===== config.mk =====
export PLATFORM = sky130hd
export DESIGN_NAME = sss_top
export DESIGN_NICKNAME = d
export VERILOG_FILES = /design/src/shared/sss_pkg.sv /design/src/shared/sss_tick_if.sv /design/src/rtl/sss_timer.sv /design/src/rtl/sss_top.sv
export VERILOG_INCLUDE_DIRS = /design/src /design/src/shared
export SDC_FILE = /design/constraint.sdc
export NUM_CORES = 1
export LEC_CHECK = 0
export BUFFER_PORTS_ARGS = -buffer_cell sky130_fd_sc_hd__buf_2
export CORE_MARGIN = 2
export CORE_UTILIZATION = 63
export CTS_CLUSTER_DIAMETER = 100
export DETAILED_ROUTE_END_ITERATION = 16
export GPL_TIMING_DRIVEN = 0
export PLACE_DENSITY = 0.85
export SLEW_MARGIN = 20
export SYNTH_ARGS = -nofsm -noshare
export SYNTH_HDL_FRONTEND = slang
export SYNTH_HIERARCHICAL = 1
export SYNTH_SLANG_ARGS = --single-unit

===== constraint.sdc =====
create_clock -name clock -period 4.85 [get_ports clock]
set_clock_uncertainty 0.2 [all_clocks]
set_input_delay 0.485 -clock clock [delete_from_list [all_inputs] [get_ports clock]]
set_output_delay 0.485 -clock clock [all_outputs]
set_load 0.1 [all_outputs]

===== src/shared/sss_defines.svh =====
// Timing counts, reset values and field encodings of the supply supervisor.
// Assumes a 40 MHz system clock and a 32 kHz sequencing tick derived from it.
`ifndef SSS_DEFINES_SVH
`define SSS_DEFINES_SVH

// ==========================================================
// Clock and tick
`define SSS_CLK_HZ      40000000
`define SSS_TICK_HZ     32768
`define SSS_TICK_DIV    ((`SSS_CLK_HZ + `SSS_TICK_HZ / 2) / `SSS_TICK_HZ)

// ==========================================================
// Delays in milliseconds and their tick counts (least times round up)
`define SSS_BATOK_MS    100
`define SSS_RESET_MS    120
`define SSS_OC_MS       10
`define SSS_MS_TICKS(ms) (((ms) * `SSS_TICK_HZ + 999) / 1000)
`define SSS_TMR_W       12

// ==========================================================
// Voltage codes: 0.9 V base, 12.5 mV per step
`define SSS_CODE_W      7
`define SSS_CODE_MAX    7'h30
`define SSS_CODE_1V8    7'h48
`define SSS_CORE_RST    7'h18
`define SSS_LOGIC_RST   7'h14
`define SSS_RAMP_SLOW   2

// ==========================================================
// Detector threshold encodings and reset values
`define SSS_BAT_THR_W   3
`define SSS_BAT_THR_RST 3'h4
`define SSS_RAIL_THR_W  2
`define SSS_RAIL_THR_RST 2'h1

`endif


===== src/shared/sss_pkg.sv =====
// Types shared by the supply supervisor modules.
// Assumes sss_defines.svh supplies the numeric constants.
package sss_pkg;

    // ==========================================================
    // Sequencer states, one-hot
    typedef enum logic [2:0] {
        SSS_ST_OFF   = 3'h1,
        SSS_ST_ON    = 3'h2,
        SSS_ST_FAULT = 3'h4
    } sss_state_t;

    // ==========================================================
    // Buck operating mode field
    typedef enum logic [1:0] {
        SSS_MODE_AUTO = 2'h0,
        SSS_MODE_PWM  = 2'h1,
        SSS_MODE_PSM  = 2'h2
    } sss_mode_t;

endpackage


===== src/shared/sss_tick_if.sv =====
// Carrier between the supervisor top and its delay timers.
// Assumes one clock; tick is a one-cycle pulse at the 32 kHz rate.
`timescale 1ns/100ps
interface sss_tick_if (input wire logic clock);
    logic srst;   // Synchronous reset, active high
    logic ce;     // Clock enable, freezes state when low
    logic tick;   // Sequencing tick pulse

    modport src (input clock, output srst, output ce, output tick);
    modport snk (input clock, input srst, input ce, input tick);
endinterface

===== src/rtl/sss_timer.sv =====
// Qualification timer: counts ticks while its condition holds.
// Assumes cond comes from logic already on the system clock.
`timescale 1ns/100ps
`include "sss_defines.svh"
module sss_timer #(
    parameter int unsigned LIMIT = 10
) (
    sss_tick_if.snk          tk,
    input  wire logic        cond,
    output logic             done
);
    logic [`SSS_TMR_W-1:0] cnt_q; // Elapsed ticks

    // ==========================================================
    // Counter: restarts from zero the moment cond drops
    always_ff @(posedge tk.clock)
    begin
        if (tk.srst)
        begin
            cnt_q <= '0;
        end
        else if (tk.ce)
        begin
            if (!cond)
            begin
                cnt_q <= '0;
            end
            else if (tk.tick && cnt_q != `SSS_TMR_W'(LIMIT))
            begin
                cnt_q <= cnt_q + `SSS_TMR_W'(1);
            end
        end
    end

    // Done only while the condition still stands
    assign done = cond && (cnt_q == `SSS_TMR_W'(LIMIT));
endmodule


===== src/rtl/sss_top.sv =====
// Supply supervisor: detector timing, fault shutdown and buck control.
// Assumes comparator and pin inputs are asynchronous; software ports are
// driven by logic on the same clock and strobes are one cycle wide.
`timescale 1ns/100ps
`include "sss_defines.svh"
module sss_top #(
    parameter int unsigned TICK_DIV     = `SSS_TICK_DIV,
    parameter int unsigned BATOK_TICKS  = `SSS_MS_TICKS(`SSS_BATOK_MS),
    parameter int unsigned RESET_TICKS  = `SSS_MS_TICKS(`SSS_RESET_MS),
    parameter int unsigned OC_TICKS     = `SSS_MS_TICKS(`SSS_OC_MS)
) (
    input  wire logic                          clock,
    input  wire logic                          srst,
    input  wire logic                          clk_en,
    input  wire logic                          battery_voltage_detector,
    input  wire logic                          rail_undervolt_detect,
    input  wire logic [1:0]                    buck_overcurrent,
    input  wire logic [1:0]                    buck_switch_clock,
    input  wire logic                          power_button_in,
    input  wire logic                          external_power_on_in,
    input  wire logic                          power_hold_in,
    input  wire logic                          buck12_enable_pin,
    input  wire logic                          memory_buck_enable_pin,
    input  wire logic                          memory_pin_trim,
    input  wire logic                          charger_rapid_charge,
    input  wire logic                          bat_thr_wr,
    input  wire logic [`SSS_BAT_THR_W-1:0]     bat_thr_wdata,
    input  wire logic                          rail_thr_wr,
    input  wire logic [`SSS_RAIL_THR_W-1:0]    rail_thr_wdata,
    input  wire logic [1:0]                    buck_code_wr,
    input  wire logic [1:0][`SSS_CODE_W-1:0]   buck_code_wdata,
    input  wire logic [1:0]                    buck_mode_wr,
    input  wire logic [1:0][1:0]               buck_mode_wdata,
    input  wire logic [1:0]                    buck_ramp_rate_select,
    input  wire logic [2:0]                    buck_sw_on,
    output logic                               battery_ok_out,
    output logic                               system_reset_out_n,
    output logic [`SSS_BAT_THR_W-1:0]          battery_thr_out,
    output logic [`SSS_RAIL_THR_W-1:0]         rail_thr_out,
    output logic [2:0]                         buck_en_out,
    output logic [1:0][`SSS_CODE_W-1:0]        buck_code_out,
    output logic [1:0][1:0]                    buck_mode_out,
    output logic                               ldo_en_out,
    output logic                               rtc_ldo_en_out,
    output logic                               logic_supply_en_out,
    output logic [2:0]                         seq_state_out
);
    localparam int NSYNC = 11; // Asynchronous inputs crossing in

    // ==========================================================
    // Input synchroniser
    logic [NSYNC-1:0] async_in;  // Raw comparator and pin levels
    logic [NSYNC-1:0] s1_q;      // First stage, read only by s2_q
    logic [NSYNC-1:0] s2_q;      // Safe synchronised levels
    assign async_in = {memory_buck_enable_pin, buck12_enable_pin, power_hold_in,
                       external_power_on_in, power_button_in, buck_switch_clock,
                       buck_overcurrent, rail_undervolt_detect, battery_voltage_detector};

    // Two flops per input; metastability stays in the first
    always_ff @(posedge clock)
    begin
        if (srst)
        begin
            s1_q <= '0;
            s2_q <= '0;
        end
        else if (clk_en)
        begin
            s1_q <= async_in;
            s2_q <= s1_q;
        end
    end

    logic       bat_det;     // Battery detector released
    logic       rail_uv;     // Rail undervoltage asserted
    logic [1:0] oc_raw;      // Current limit comparators
    logic [1:0] lx_lvl;      // Switching clocks
    logic       power_req;   // Any power-on factor
    logic       hold;        // Hold-on input
    logic       pin12;       // Shared buck enable pin
    logic       pin3;        // Memory buck enable pin
    assign bat_det   = s2_q[0];
    assign rail_uv   = s2_q[1];
    assign oc_raw    = s2_q[3:2];
    assign lx_lvl    = s2_q[5:4];
    assign power_req = s2_q[6] || s2_q[7] || charger_rapid_charge;
    assign hold      = s2_q[8];
    assign pin12     = s2_q[9];
    assign pin3      = s2_q[10];

    // ==========================================================
    // 32 kHz tick and timer carrier
    logic [10:0] div_q;   // Tick divider
    logic        tick_q;  // Tick pulse
    sss_tick_if tk (.clock(clock));
    assign tk.srst = srst;
    assign tk.ce   = clk_en;
    assign tk.tick = tick_q;

    // Divide the system clock down to the sequencing rate
    always_ff @(posedge clock)
    begin
        if (srst)
        begin
            div_q  <= '0;
            tick_q <= 1'b0;
        end
        else if (clk_en)
        begin
            tick_q <= (div_q == 11'(TICK_DIV - 1));
            div_q  <= (div_q == 11'(TICK_DIV - 1)) ? '0 : div_q + 11'h1;
        end
    end

    // ==========================================================
    // Strap capture and software thresholds
    logic trim_q; // Memory pin honoured

    // Trim is a static strap, caught while reset is held
    always_ff @(posedge clock)
    begin
        if (srst)
        begin
            trim_q <= memory_pin_trim;
        end
    end

    // Threshold settings steer the analog detectors
    always_ff @(posedge clock)
    begin
        if (srst)
        begin
            battery_thr_out <= `SSS_BAT_THR_RST;
            rail_thr_out    <= `SSS_RAIL_THR_RST;
        end
        else if (clk_en)
        begin
            if (bat_thr_wr)
            begin
                battery_thr_out <= bat_thr_wdata;
            end
            if (rail_thr_wr)
            begin
                rail_thr_out <= rail_thr_wdata;
            end
        end
    end

    // ==========================================================
    // Sequencer
    sss_pkg::sss_state_t st_q;      // Power state
    logic                rail_rel_q; // Rail released since power-on
    logic                oc_shut_q;  // Overcurrent shutdown pending
    logic                bat_done;   // Battery delay complete
    logic                rst_done;   // Reset release delay complete
    logic                oc_done;    // Overcurrent qualified
    logic                st_on;      // Supplies running
    logic                rail_drop;  // Rail fell after release
    logic [1:0]          oc_lat_q;   // Per-cycle limit samples
    assign st_on     = (st_q == sss_pkg::SSS_ST_ON);
    assign rail_drop = rail_rel_q && rail_uv;

    sss_timer #(.LIMIT(BATOK_TICKS)) u_bat_tmr (.tk(tk), .cond(bat_det), .done(bat_done));
    sss_timer #(.LIMIT(RESET_TICKS)) u_rst_tmr
        (.tk(tk), .cond(st_on && !rail_uv), .done(rst_done));
    sss_timer #(.LIMIT(OC_TICKS)) u_oc_tmr
        (.tk(tk), .cond(st_on && |(oc_lat_q & buck_en_out[1:0])), .done(oc_done));

    // State machine; a fault always passes through one FAULT cycle, then ON or OFF
    always_ff @(posedge clock)
    begin
        if (srst)
        begin
            st_q <= sss_pkg::SSS_ST_OFF;
        end
        else if (clk_en)
        begin
            unique case (st_q)
                sss_pkg::SSS_ST_OFF:
                begin
                    if (power_req)
                    begin
                        st_q <= sss_pkg::SSS_ST_ON;
                    end
                end
                sss_pkg::SSS_ST_ON:
                begin
                    if (rail_drop || oc_shut_q)
                    begin
                        st_q <= sss_pkg::SSS_ST_FAULT;
                    end
                    else if (!power_req && !hold)
                    begin
                        st_q <= sss_pkg::SSS_ST_OFF;
                    end
                end
                sss_pkg::SSS_ST_FAULT:
                begin
                    // Restart only if a power-on factor is present
                    st_q <= power_req ? sss_pkg::SSS_ST_ON : sss_pkg::SSS_ST_OFF;
                end
                default:
                begin
                    st_q <= sss_pkg::SSS_ST_OFF;
                end
            endcase
        end
    end

    // Rail release latch and overcurrent shutdown request
    always_ff @(posedge clock)
    begin
        if (srst)
        begin
            rail_rel_q <= 1'b0;
            oc_shut_q  <= 1'b0;
        end
        else if (clk_en)
        begin
            rail_rel_q <= st_on && (rail_rel_q || !rail_uv);
            oc_shut_q  <= st_on && (oc_shut_q || oc_done);
        end
    end

    // Status pins; reset drops the cycle overcurrent qualifies
    always_ff @(posedge clock)
    begin
        if (srst)
        begin
            battery_ok_out      <= 1'b0;
            system_reset_out_n  <= 1'b0;
            rtc_ldo_en_out      <= 1'b1;
            logic_supply_en_out <= 1'b1;
            ldo_en_out          <= 1'b0;
            seq_state_out       <= 3'h1;
        end
        else if (clk_en)
        begin
            battery_ok_out     <= bat_done;
            system_reset_out_n <= st_on && rst_done && !oc_done && !oc_shut_q;
            ldo_en_out         <= st_on && !rail_drop && !oc_shut_q;
            seq_state_out      <= st_q;
        end
    end

    // ==========================================================
    // Buck enables; always-on supplies are never switched here
    logic ldo_en_nxt; // Supplies allowed this cycle
    assign ldo_en_nxt = st_on && !rail_drop && !oc_shut_q;
    always_ff @(posedge clock)
    begin
        if (srst)
        begin
            buck_en_out <= '0;
        end
        else if (clk_en)
        begin
            buck_en_out[0] <= ldo_en_nxt && (buck_sw_on[0] || pin12);
            buck_en_out[1] <= ldo_en_nxt && (buck_sw_on[1] || pin12);
            buck_en_out[2] <= ldo_en_nxt && (buck_sw_on[2] || (trim_q && pin3));
        end
    end

    // ==========================================================
    // Per-buck limit sampling, mode and ramped voltage code
    logic [1:0][`SSS_CODE_W-1:0] tgt_q;  // Ramp target
    logic [1:0]                  slow_q; // Ramp rate taken at write
    logic [1:0]                  pace_q; // Slow-ramp tick skipper
    logic [1:0]                  lx_d_q; // Previous switching level

    for (genvar i = 0; i < 2; i++)
    begin : g_buck
        localparam logic [`SSS_CODE_W-1:0] RST_CODE = (i == 0) ? `SSS_CORE_RST : `SSS_LOGIC_RST;
        logic legal; // Code inside this buck's range
        logic step;  // Ramp step due
        assign legal = (buck_code_wdata[i] <= `SSS_CODE_MAX)
                    || (i == 1 && buck_code_wdata[i] == `SSS_CODE_1V8);
        assign step  = tick_q && (!slow_q[i] || pace_q[i] == 1'(`SSS_RAMP_SLOW - 1));

        // Limit comparator is looked at once per switching cycle
        always_ff @(posedge clock)
        begin
            if (srst)
            begin
                lx_d_q[i]   <= 1'b0;
                oc_lat_q[i] <= 1'b0;
            end
            else if (clk_en)
            begin
                lx_d_q[i] <= lx_lvl[i];
                if (!buck_en_out[i])
                begin
                    oc_lat_q[i] <= 1'b0;
                end
                else if (lx_lvl[i] && !lx_d_q[i])
                begin
                    oc_lat_q[i] <= oc_raw[i];
                end
            end
        end

        // Target, code and mode return to defaults whenever the buck is off; ramp rate and pacer are kept
        always_ff @(posedge clock)
        begin
            if (srst)
            begin
                tgt_q[i]         <= RST_CODE;
                buck_code_out[i] <= RST_CODE;
                buck_mode_out[i] <= sss_pkg::SSS_MODE_AUTO;
                slow_q[i]        <= 1'b0;
                pace_q[i]        <= 1'b0;
            end
            else if (clk_en)
            begin
                if (!buck_en_out[i])
                begin
                    tgt_q[i]         <= RST_CODE;
                    buck_code_out[i] <= RST_CODE;
                    buck_mode_out[i] <= sss_pkg::SSS_MODE_AUTO;
                end
                else
                begin
                    if (buck_mode_wr[i] && buck_mode_wdata[i] != 2'h3)
                    begin
                        buck_mode_out[i] <= buck_mode_wdata[i];
                    end
                    if (buck_code_wr[i] && legal)
                    begin
                        tgt_q[i]  <= buck_code_wdata[i];
                        slow_q[i] <= buck_ramp_rate_select[i];
                        pace_q[i] <= 1'b0;
                    end
                    else if (tick_q)
                    begin
                        pace_q[i] <= step ? 1'b0 : pace_q[i] + 1'b1;
                    end
                    if (step && buck_code_out[i] < tgt_q[i])
                    begin
                        buck_code_out[i] <= buck_code_out[i] + `SSS_CODE_W'(1);
                    end
                    else if (step && buck_code_out[i] > tgt_q[i])
                    begin
                        buck_code_out[i] <= buck_code_out[i] - `SSS_CODE_W'(1);
                    end
                end
            end
        end
    end
endmodule


Yosys cells after proc, flatten, opt, wreduce, memory -nomap -nowiden
Cells that the tools add are included.

storage, ports and cells
  register bits after elaboration = 130
  latch bits = 0
  memory bits (writable) = 0
  bits in read-only memories = 0
  word-level logic and storage cells = 186
  memories kept = 0

cells by class
  add/subtract/negate cells = 10
  $mul = 0
  divide/modulo/power cells = 0
  order comparisons = 6
  eq/ne operators = 26
  shift-type cells = 0
  muxes and demuxes = 36
  bitwise operators = 1
  reductions and logical operators = 75

operator list
  operator               number
  $mux 12                6
  $mux 7                 10
  $add 12x1->12 const B  3
  $logic_and 1x1->1      33
  $reduce_and 2->1       13
  $eq 12x12->1 const B   2
  $ne 12x12->1 const B   2
  $reduce_and 3->1       5
  $add 7x1->7 const B    2
  $gt 7x7->1             2
  $le 7x6->1 const B     2
  $lt 7x7->1             2
  $ne 2x1->1 const B     7
  $sub 7x1->7 const B    2
  $eq 12x9->1 const B    1
  $ne 12x9->1 const B    1
  $add 11x1->11 const B  1
  $eq 11x11->1 const B   1
  $logic_or 1x1->1       11
  $mux 11                1
  $logic_not 1->1        10
  $mux 1                 10
  $mux 2                 5
  $ne 2x2->1 const B     5
  11 further kinds       17

Logic depth before layout (Yosys ltp)
Gate-level depths: netlist of run 1.

  depth after elaboration = 7
  depth in mapped cells = 15
  depth with buffers taken out = 15

Cells and area by module
Netlist of run 1, hierarchy kept.

modules (own cells, without submodules)
  module                  instances  cells each  area an instance (sq um)
  sss_top                 1          521         4590.7
  sss_timer at u_oc_tmr   1          88          745.7
  sss_timer at u_bat_tmr  1          89          738.2
  sss_timer at u_rst_tmr  1          81          695.7

Worst setup path before layout of run 1
No wires, ideal clock.

  path kind = reg2reg
  start = register buck_code_out[1] (netlist name)
  end = register buck_code_out[6] (netlist name)
  setup time = 0.075 ns
  arrival = 3.715 ns
  path slack = 0.860 ns
  stages on the path, launching flop included = 15
  clock period less this slack = 3.990 ns
  path through = dfxtp_1 > ha_1 > nor2b_1 > o211ai_2 > a21oi_1 > a2111oi_4 > inv_1 > ha_1 > nor2b_1 > o21ai_0 > nand2b_1 > a31oi_1 > xnor2_1 > or3b_1 > a31oi_1

between the ends
  word-level cells in the longest chain between the ends = 4
  elaborated cells between the ends (all ways) = 11
  classes of those cells = add/sub: 2; order compare: 2; eq/ne: 1; mux: 3; reduce/logical: 3

ends and longest elaborated chain
  what                                        line            RTL
  start, declared                             sss_top.sv:41   output logic [1:0][`SSS_CODE_W-1:0] buck_code_out,
  start signal, assigned by index             sss_top.sv:339  buck_code_out[i] <= buck_code_out[i] + `SSS_CODE_W'(1);
  start signal, assigned by index             sss_top.sv:343  buck_code_out[i] <= buck_code_out[i] - `SSS_CODE_W'(1);
  $sub 7x1->7, or another cell as far along   sss_top.sv:343
  $mux 7, or another cell as far along        sss_top.sv:341  else if (step && buck_code_out[i] > tgt_q[i])
  $mux 7 or $ne 3x1->1 (tied branches)        -
  $mux 7 or $reduce_and 2->1 (tied branches)  -

Several ways; a longest one is shown, not always the timed one. The select of a mux whose other input is x is not followed.
A chain may end at the register's enable or synchronous reset.

Worst setup path after layout of run 1
  start = register tick_q
  end = register buck_code_out[6] (netlist name)

between the ends
  word-level cells in the longest chain between the ends = 4
  elaborated cells between the ends (all ways) = 7
  classes of those cells = eq/ne: 1; mux: 2; reduce/logical: 4

ends and longest elaborated chain
  what                                                  line                            RTL
  start, declared                                       sss_top.sv:94                   logic tick_q;
  start signal, assigned                                sss_top.sv:110                  tick_q <= (div_q == 11'(TICK_DIV - 1));
  $logic_and 1x1->1 *                                   sss_top.sv:278                  assign step = tick_q && (!slow_q[i] || pace_q[i] == 1'(`SSS_RAMP_SLOW - 1));
  $logic_and 1x1->1 (on tied branches)                  sss_top.sv:337, sss_top.sv:341
  $ne 3x1->1 (no line) or $mux 7 (tied branches)        -
  $reduce_and 2->1 (no line) or $mux 7 (tied branches)  -

Mark *: on every way between the ends. The rest lies on a longest branch, timed or not.

==> results of run 1 <==
-- power by group through the flow --
stage / Sequential (W) / Clock [W] / Combinational (W)
after global routing: 0.00111 / 0.00129 / 0.000238
after CTS: 0.00111 / 0.00123 / 0.000219
final: 0.00111 / 0.00124 / 0.000222
after detailed placement: 0.00113 / 0 / 0.000210
after global placement: 0.00113 / 0 / 0.000205
after floorplan: 0.00117 / 0 / 0.000105
-- critical path: cells and delay by family, from the launching register on --
kind            cells  cell delay, ps
simple gates        3             610
xor+xnor            1             100
buf+inv             1             260
compound gates      5            1470
flops               1             790
fa+ha+maj           1             340
-- registers in the layout (all words and copies together) (netlist names), 4 cells and up --
signal and count:
u_oc_tmr/cnt_q 12, div_q 11, u_rst_tmr/cnt_q 12, buck_code_out 14, buck_mode_out 4, s1_q 11, s2_q 11, u_bat_tmr/cnt_q 12
tgt_q 14
-- per-layer routing --
metal	global-route usage [%]	wire length, microns
met1	40.9	7720
met2	56.6	9090
met3	8.05	1230
met4	10.2	422
met5	0	0
-- worst paths after layout --
kind / from / end / slack [ps] / cells after the start
setup / recovery: tick_q / buck_code_out[6] / 990 / 11
hold / removal: memory_buck_enable_pin / s1_q[10] / 4 / 3
setup reg to reg: tick_q / buck_code_out[6] / 990 / 11
hold reg to reg: tgt_q[6] / tgt_q[6] / 250 / 2
-- final cells by class --
class / count / share of cell area [%]
inverters: 46 / 2.16
clock buffers: 18 / 5.35
plain buffers: 35 / 2.38
well taps: 136 / 2.13
multi-input cells: 569 / 47.5
flip-flops and latches: 130 / 32.6
clock inverters: 13 / 1.69
repair buffers: 90 / 6.19
-- cells by family after synthesis --
kind of cell,share of synthesized area [%]
buffers and inverters,5.36
multiplexers,5.62
flip-flops,38.6
AO/OA/AOI/OAI,18.9
adder cells (fa/ha/maj),7.06
XOR/XNOR,2.59
AND/OR/NAND/NOR,21.8
other,0.0554
-- through the flow --
stage	power, W	setup WS [ps]	instances	hold slack [ps]	util [%]
floorplan	0.00127	860	780	228	-
global placement	0.00133	1170	997	243	70.9
detailed placement	0.00134	1040	997	247	70.9
CTS	0.00256	1020	1037	1.92	77.2
global route	0.00264	722	1037	12.2	77.2
finish	0.00257	992	1037	4.16	77.2
-- cell usage in the layout, fill, tap and decap left out, types with 5 or more instances in the layout --
cell type      count
nand3_1           35
buf_2             85
a31oi_1           12
nand2_1           48
nor3_1            14
o31ai_1           14
inv_1             43
nand2b_1          11
nor2_1            95
a22oi_1           18
clkbuf_16         16
or4_1             15
o311ai_0           5
a21oi_1           55
dfxtp_1          129
ha_1              35
nand4_1           11
mux2i_1           38
a21o_1             8
or3_1              6
o21ai_0           24
dlygate4sd3_1     10
and3_1            11
xnor2_1            9
xor2_1            11
clkbuf_1          19
==> metrics, run 1 <==
status=completed; Peak VDD IR=between 0.3 and 0.4 mV; global-route wire length before repair=about 30,000 microns; layout cells sized above 1=16.9%; startpoint types=flip-flop; final period utilization=about four fifths; Die H=108 microns; DRC=0; Int Pwr=roughly 0.0019 W; DR pass1 iterations=5; CP endpoint kind=flip-flop; initial antenna violation count=0; commonest cells in the netlist=dfxtp_1, nor2_1, a21oi_1; TNS Setup=0 ps; Slew Limit Fails=0; Routed Antenna Nets=0; io pins=between 80 and 90; Die Wd=108 microns; register share of total power=around 43%; switch share=roughly 26%; Rows=37; Via density=6.23; min cycle time layout=3860 ps; worst slew pin tran=approximately 770 ps; Post-Syn Instances=roughly 800; leak pwr=about 3.2 nW; total clock sinks=130; Worst path max stage delay=approximately 800 ps; share of the synthesized area in the top cell type=38.1%; Post CTS Setup Buffer Count=0; effective utilization at floorplan=approximately two thirds; slowest cell on the critical path=dfxtp_1; filler cell count=732; Core ar.=around 10,000 sq um; Max-Cap Viols=0; Slew HR=just under 50%; Avg Cell Area, Syn=8.69 sq um; FF+latch area=2610 sq um; H-tree depth=4; setup violators final=0; top cells by area, synth=dfxtp_1, ha_1, mux2i_1; I/O Buffers=roughly 80; number of global-route vias before repair=between 6,000 and 7,000; area delta synth->final=18.2%; final WL=18,500 microns; Multi-input gate area=approximately 3800 sq um; crit path cell chain=o21ai_0, a2111oi_4, inv_1, ha_1, nor2b_1, o21ai_0, nand2b_1, a31oi_1, xnor2_1, or3b_1, a31oi_1; CP required=5100 ps; P_sw=0.000666 W; worst hold path type=primary input to flip-flop; root buffer cell=clkbuf_8; Seq cells post-synth=130; via count=6,462; GPL Wtd Cong=~0.9; crit path kind=flip-flop to flip-flop; Hold Fails Final Rpt=0; CP Max Fanout=15; grt ovf=0; Post-Syn Area=6770 sq um; RSZ-0062 raised after global routing=false; PD cells=roughly 320 nW/um^2; Ant. Diodes=0; FMAX=between 200 and 300 MHz; Post-DP Area=~7300 sq um; total global routing track utilization=33.0%; Arrival @ worst endpoint=slightly above 4000 ps; die area=~12,000 sq um; CTS tree=yes; most used flip-flop cell after synthesis=dfxtp_1; DP HPWL=between 10,000 and 15,000 microns; post-cts hold buffer count=9; top-count cell post-synth=dfxtp_1; largest net degree at the start of global routing=20; clock latency on the worst-skew pair=approximately 530 ps; Clock Path Buffers=2; post-synthesis sequential area ratio=around two fifths; TritonCTS Buffers=17; Final Instance Area=around 8000 sq um; Distinct cells, synth=82; Yosys Warn Count=6; Comb pwr share=approximately 8.7%; clock network power share=between 40% and 50%; Worst-path clk slew=about 60 ps; Post-synth ARST share=0%; Iter 0 DRT Violations=606; Layout Nets=976; post-CTS sizing=0; leading area contributor after synthesis=dfxtp_1; Post-synth EDFFs=1; wire per inst=17.8 microns
Note: power is estimated with default switching activity, not from simulation.
==> run 2: changes to the inputs <==
--- a/config.mk
+++ b/config.mk
@@ -6,13 +6,14 @@
 export SDC_FILE = /design/constraint.sdc
 export NUM_CORES = 1
 export LEC_CHECK = 0
+export ABC_AREA = 1
 export BUFFER_PORTS_ARGS = -buffer_cell sky130_fd_sc_hd__buf_2
 export CORE_MARGIN = 2
-export CORE_UTILIZATION = 63
+export CORE_UTILIZATION = 59
 export CTS_CLUSTER_DIAMETER = 100
 export DETAILED_ROUTE_END_ITERATION = 16
 export GPL_TIMING_DRIVEN = 0
-export PLACE_DENSITY = 0.85
+export PLACE_DENSITY = 0.79
 export SLEW_MARGIN = 20
 export SYNTH_ARGS = -nofsm -noshare
 export SYNTH_HDL_FRONTEND = slang
==> constraint.sdc (replaced) <==
create_clock -name clock -period 3.63 [get_ports clock]
set_clock_uncertainty 0.2 [all_clocks]
set_input_delay 0.363 -clock clock [delete_from_list [all_inputs] [get_ports clock]]
set_output_delay 0.363 -clock clock [all_outputs]
set_load 0.1 [all_outputs]
==> run 2 against run 1 <==
Effect of this change:
- worst hold slack improved by 17 ps
- sequential share of layout area fell by 3.0 points
- worst setup slack got worse by 180 ps
- utilization fell by 4.8 points
- synthesized area rose by 9.5%
- combinational power rose by 110%
- total power rose by 39%
- via count rose by 13%
- non-clock buffer count rose by 10
- sequential power rose by 36%
- maximum frequency rose by 37%
==> metrics, run 2 <==
layout cells sized above 1=around 17%; DP HPWL=approximately 13,000 microns; Die H=about 120 microns; Slew HR=about half; crit path kind=flip-flop to flip-flop; crit path buf inv count=1; area delta synth->final=18.7%; slowest cell on the critical path=dfxtp_1; initial antenna violation count=0; startpoint types=flip-flop; Worst-path clk slew=roughly 60 ps; fraction of the mapped netlist area in adder cells=around 6.4%; placed insts=between 1,000 and 1,500; via count=around 7,300; Clock Path Buffers=2; post-synthesis sequential area ratio=35.2%; Distinct cells, synth=48; RR Startpoint=tick_q; Ant. Diodes=0; most common cell after layout, fill and taps aside=nand2_1; min cycle time layout=2820 ps; H-tree depth=4; Post-Syn Instances=between 1,000 and 1,500; HP Start=buck_code_wdata[5]; global-route wire length before repair=between 30,000 and 40,000 microns; top-count cell post-synth=nand2_1; die area=roughly 13,000 sq um; Via density=around 5.3; largest net degree at the start of global routing=19; CP Max Fanout=10; multiplexer share of the synthesized area=0%; RSZ-0062 raised after global routing=false; GPL Wtd Cong=a little over 0.9; status=completed; TNS Setup=0 ps; io pins=84; CP required=between 3000 and 4000 ps; DRC=0; final period utilization=roughly 78%; grt ovf=0; crit path cell chain=inv_2, a21oi_4, nand2_2, nor2_4, nand2_4, ha_1, a21oi_1, nand2_1, nand3_1, nand2_1, or2_2, a21oi_1, nor2_2; largest family of logic cells by synthesized area=simple AND/OR/NAND/NOR gates; Worst path max stage delay=between 500 and 600 ps; Peak VDD IR=between 0.4 and 0.5 mV; reg2reg setup slack=a little over 800 ps; leak pwr=about 3.8 nW; family with the most delay on the worst path=simple AND/OR/NAND/NOR gates; Reg2Reg Depth=13; Hold Fails Final Rpt=0; share of the synthesized area in the top cell type=approximately a third; xor and xnor area share after synthesis=1.30%; number of global-route vias before repair=roughly 6,600; final WL=roughly 19,000 microns; Core ar.=between 10,000 and 15,000 sq um; fin cells=1,380; Seq cells post-synth=130; Rows=40; Avg Cell Area, Syn=6.88 sq um; Post-synth EDFFs=1; largest registers=buck_code_out (14), tgt_q (14); effective utilization at floorplan=61.0%; commonest cells in the netlist=nand2_1, nor2_1, dfxtp_1; total global routing track utilization=28.3%; wire per inst=13.4 microns; clock latency on the worst-skew pair=between 400 and 500 ps; CP endpoint kind=flip-flop; commonest non-fill, non-tap cells in the layout=nand2_1, nor2_1, dfxtp_1, inv_1, buf_2; Arrival @ worst endpoint=around 3000 ps; most used flip-flop cell after synthesis=dfxtp_1; setup violators final=0; hold endpoint=tgt_q[5]; Synth Area in Compound Gates=13.7%; filler cell count=around 1,000; leading area contributor after synthesis=dfxtp_1; PD cells=just over 400 nW/um^2; WHS=between 20 and 25 ps; Iter 0 DRT Violations=between 400 and 500; terminus of the critical flop-to-flop path=buck_code_out[12]; post-CTS sizing=0; worst hold path type=primary input to flip-flop; top cells by area, synth=dfxtp_1, nand2_1, nor2_1; Max-Cap Viols=0; total clock sinks=130; Layout Nets=roughly 1,300; Die Wd=about 120 microns; Post-Syn Area=between 7000 and 8000 sq um; Post-Synth Simple-Gate Area=between 30% and 40%; FMAX=around 350 MHz; worst slew pin tran=around 730 ps; CTS tree=yes; TritonCTS Buffers=17; Slew Limit Fails=0; Post-synth ARST share=0%; DR pass1 iterations=5; root buffer cell=clkbuf_16; Hold Path Depth=3; Yosys Warn Count=6; I/O Buffers=between 80 and 90; Routed Antenna Nets=0
## run 2: area by class of cell
| class | count | area, sq um | area share, % |
|---|---|---|---|
| Tap cell | 168 | 210 | 2.39 |
| Multi-Input combinational cell | 785 | 4110 | 46.6 |
| Buffer | 33 | 205 | 2.33 |
| Timing Repair Buffer | 102 | 616 | 6.99 |
| Sequential cell | 130 | 2610 | 29.7 |
| Clock buffer | 19 | 453 | 5.15 |
| Clock inverter | 13 | 104 | 1.18 |
| Inverter | 130 | 495 | 5.63 |
## run 2: how the worst max path moves through the flow
stage                           start  depth (start not counted)  slack [ps]           endpoint
global route         buck_code_out[6]                         11         690   buck_code_out[4]
global placement               tick_q                         13         890  buck_code_out[12]
finish                         tick_q                         13         810  buck_code_out[12]
CTS                            tick_q                         13         830  buck_code_out[12]
floorplan           buck_code_out[13]                         13         360  buck_code_out[12]
detailed placement             tick_q                         13         850  buck_code_out[12]
## run 2: layer usage
| layer | GRT usage [%] | vias to the layer above | routed length (microns) |
|---|---|---|---|
| met4 | 11.0 | 0 | 414 |
| li1 | - | 3705 | - |
| met5 | 0 | - | 0 |
| met1 | 36.1 | 3360 | 8470 |
| met2 | 47.4 | 193 | 8720 |
| met3 | 5.66 | 40 | 953 |
## run 2: repair_timing
| action | in CTS | in global routing |
|---|---|---|
| setup buffers | 0 | 0 |
| endpoints found under the hold margin | 21 | 0 |
| hold buffers | 21 | 0 |
## run 2: kinds of logic (layout without fill, tap and decap cells)
family,Yosys count,count (layout)
adders and majority gates,37,37
and+or+nand+nor,564,564
buffers and inverters,163,297
xor gates and xnor gates,11,11
other,1,2
AOI/OAI and AO/OA,171,171
DFF,130,130
## run 2: worst min-delay path, cell delays in order
cell     delay, ps
buf_2          100
nand3_1         70
a21oi_1         60
## run 2: per-stage QoR
stage / utilization (%) / cell area (sq um) / setup slack (ps) / total power [W]
6_report: 72.4 / 8800 / 810 / 0.00358
5_1_grt: 72.4 / 8800 / 695 / 0.00371
4_1_cts: 72.4 / 8800 / 832 / 0.00359
3_5_place_dp: 66.1 / 8030 / 851 / 0.00198
3_3_place_gp: 66.1 / 8030 / 886 / 0.00197
2_1_floorplan: - / 7420 / 356 / 0.00186
## run 2: where the power goes
part | internal [W] | switching (W)
logic | 0.000140 | 0.000325
registers | 0.00148 | 0.0000334
clock network | 0.000918 | 0.000687
total | 0.00253 | 0.00105
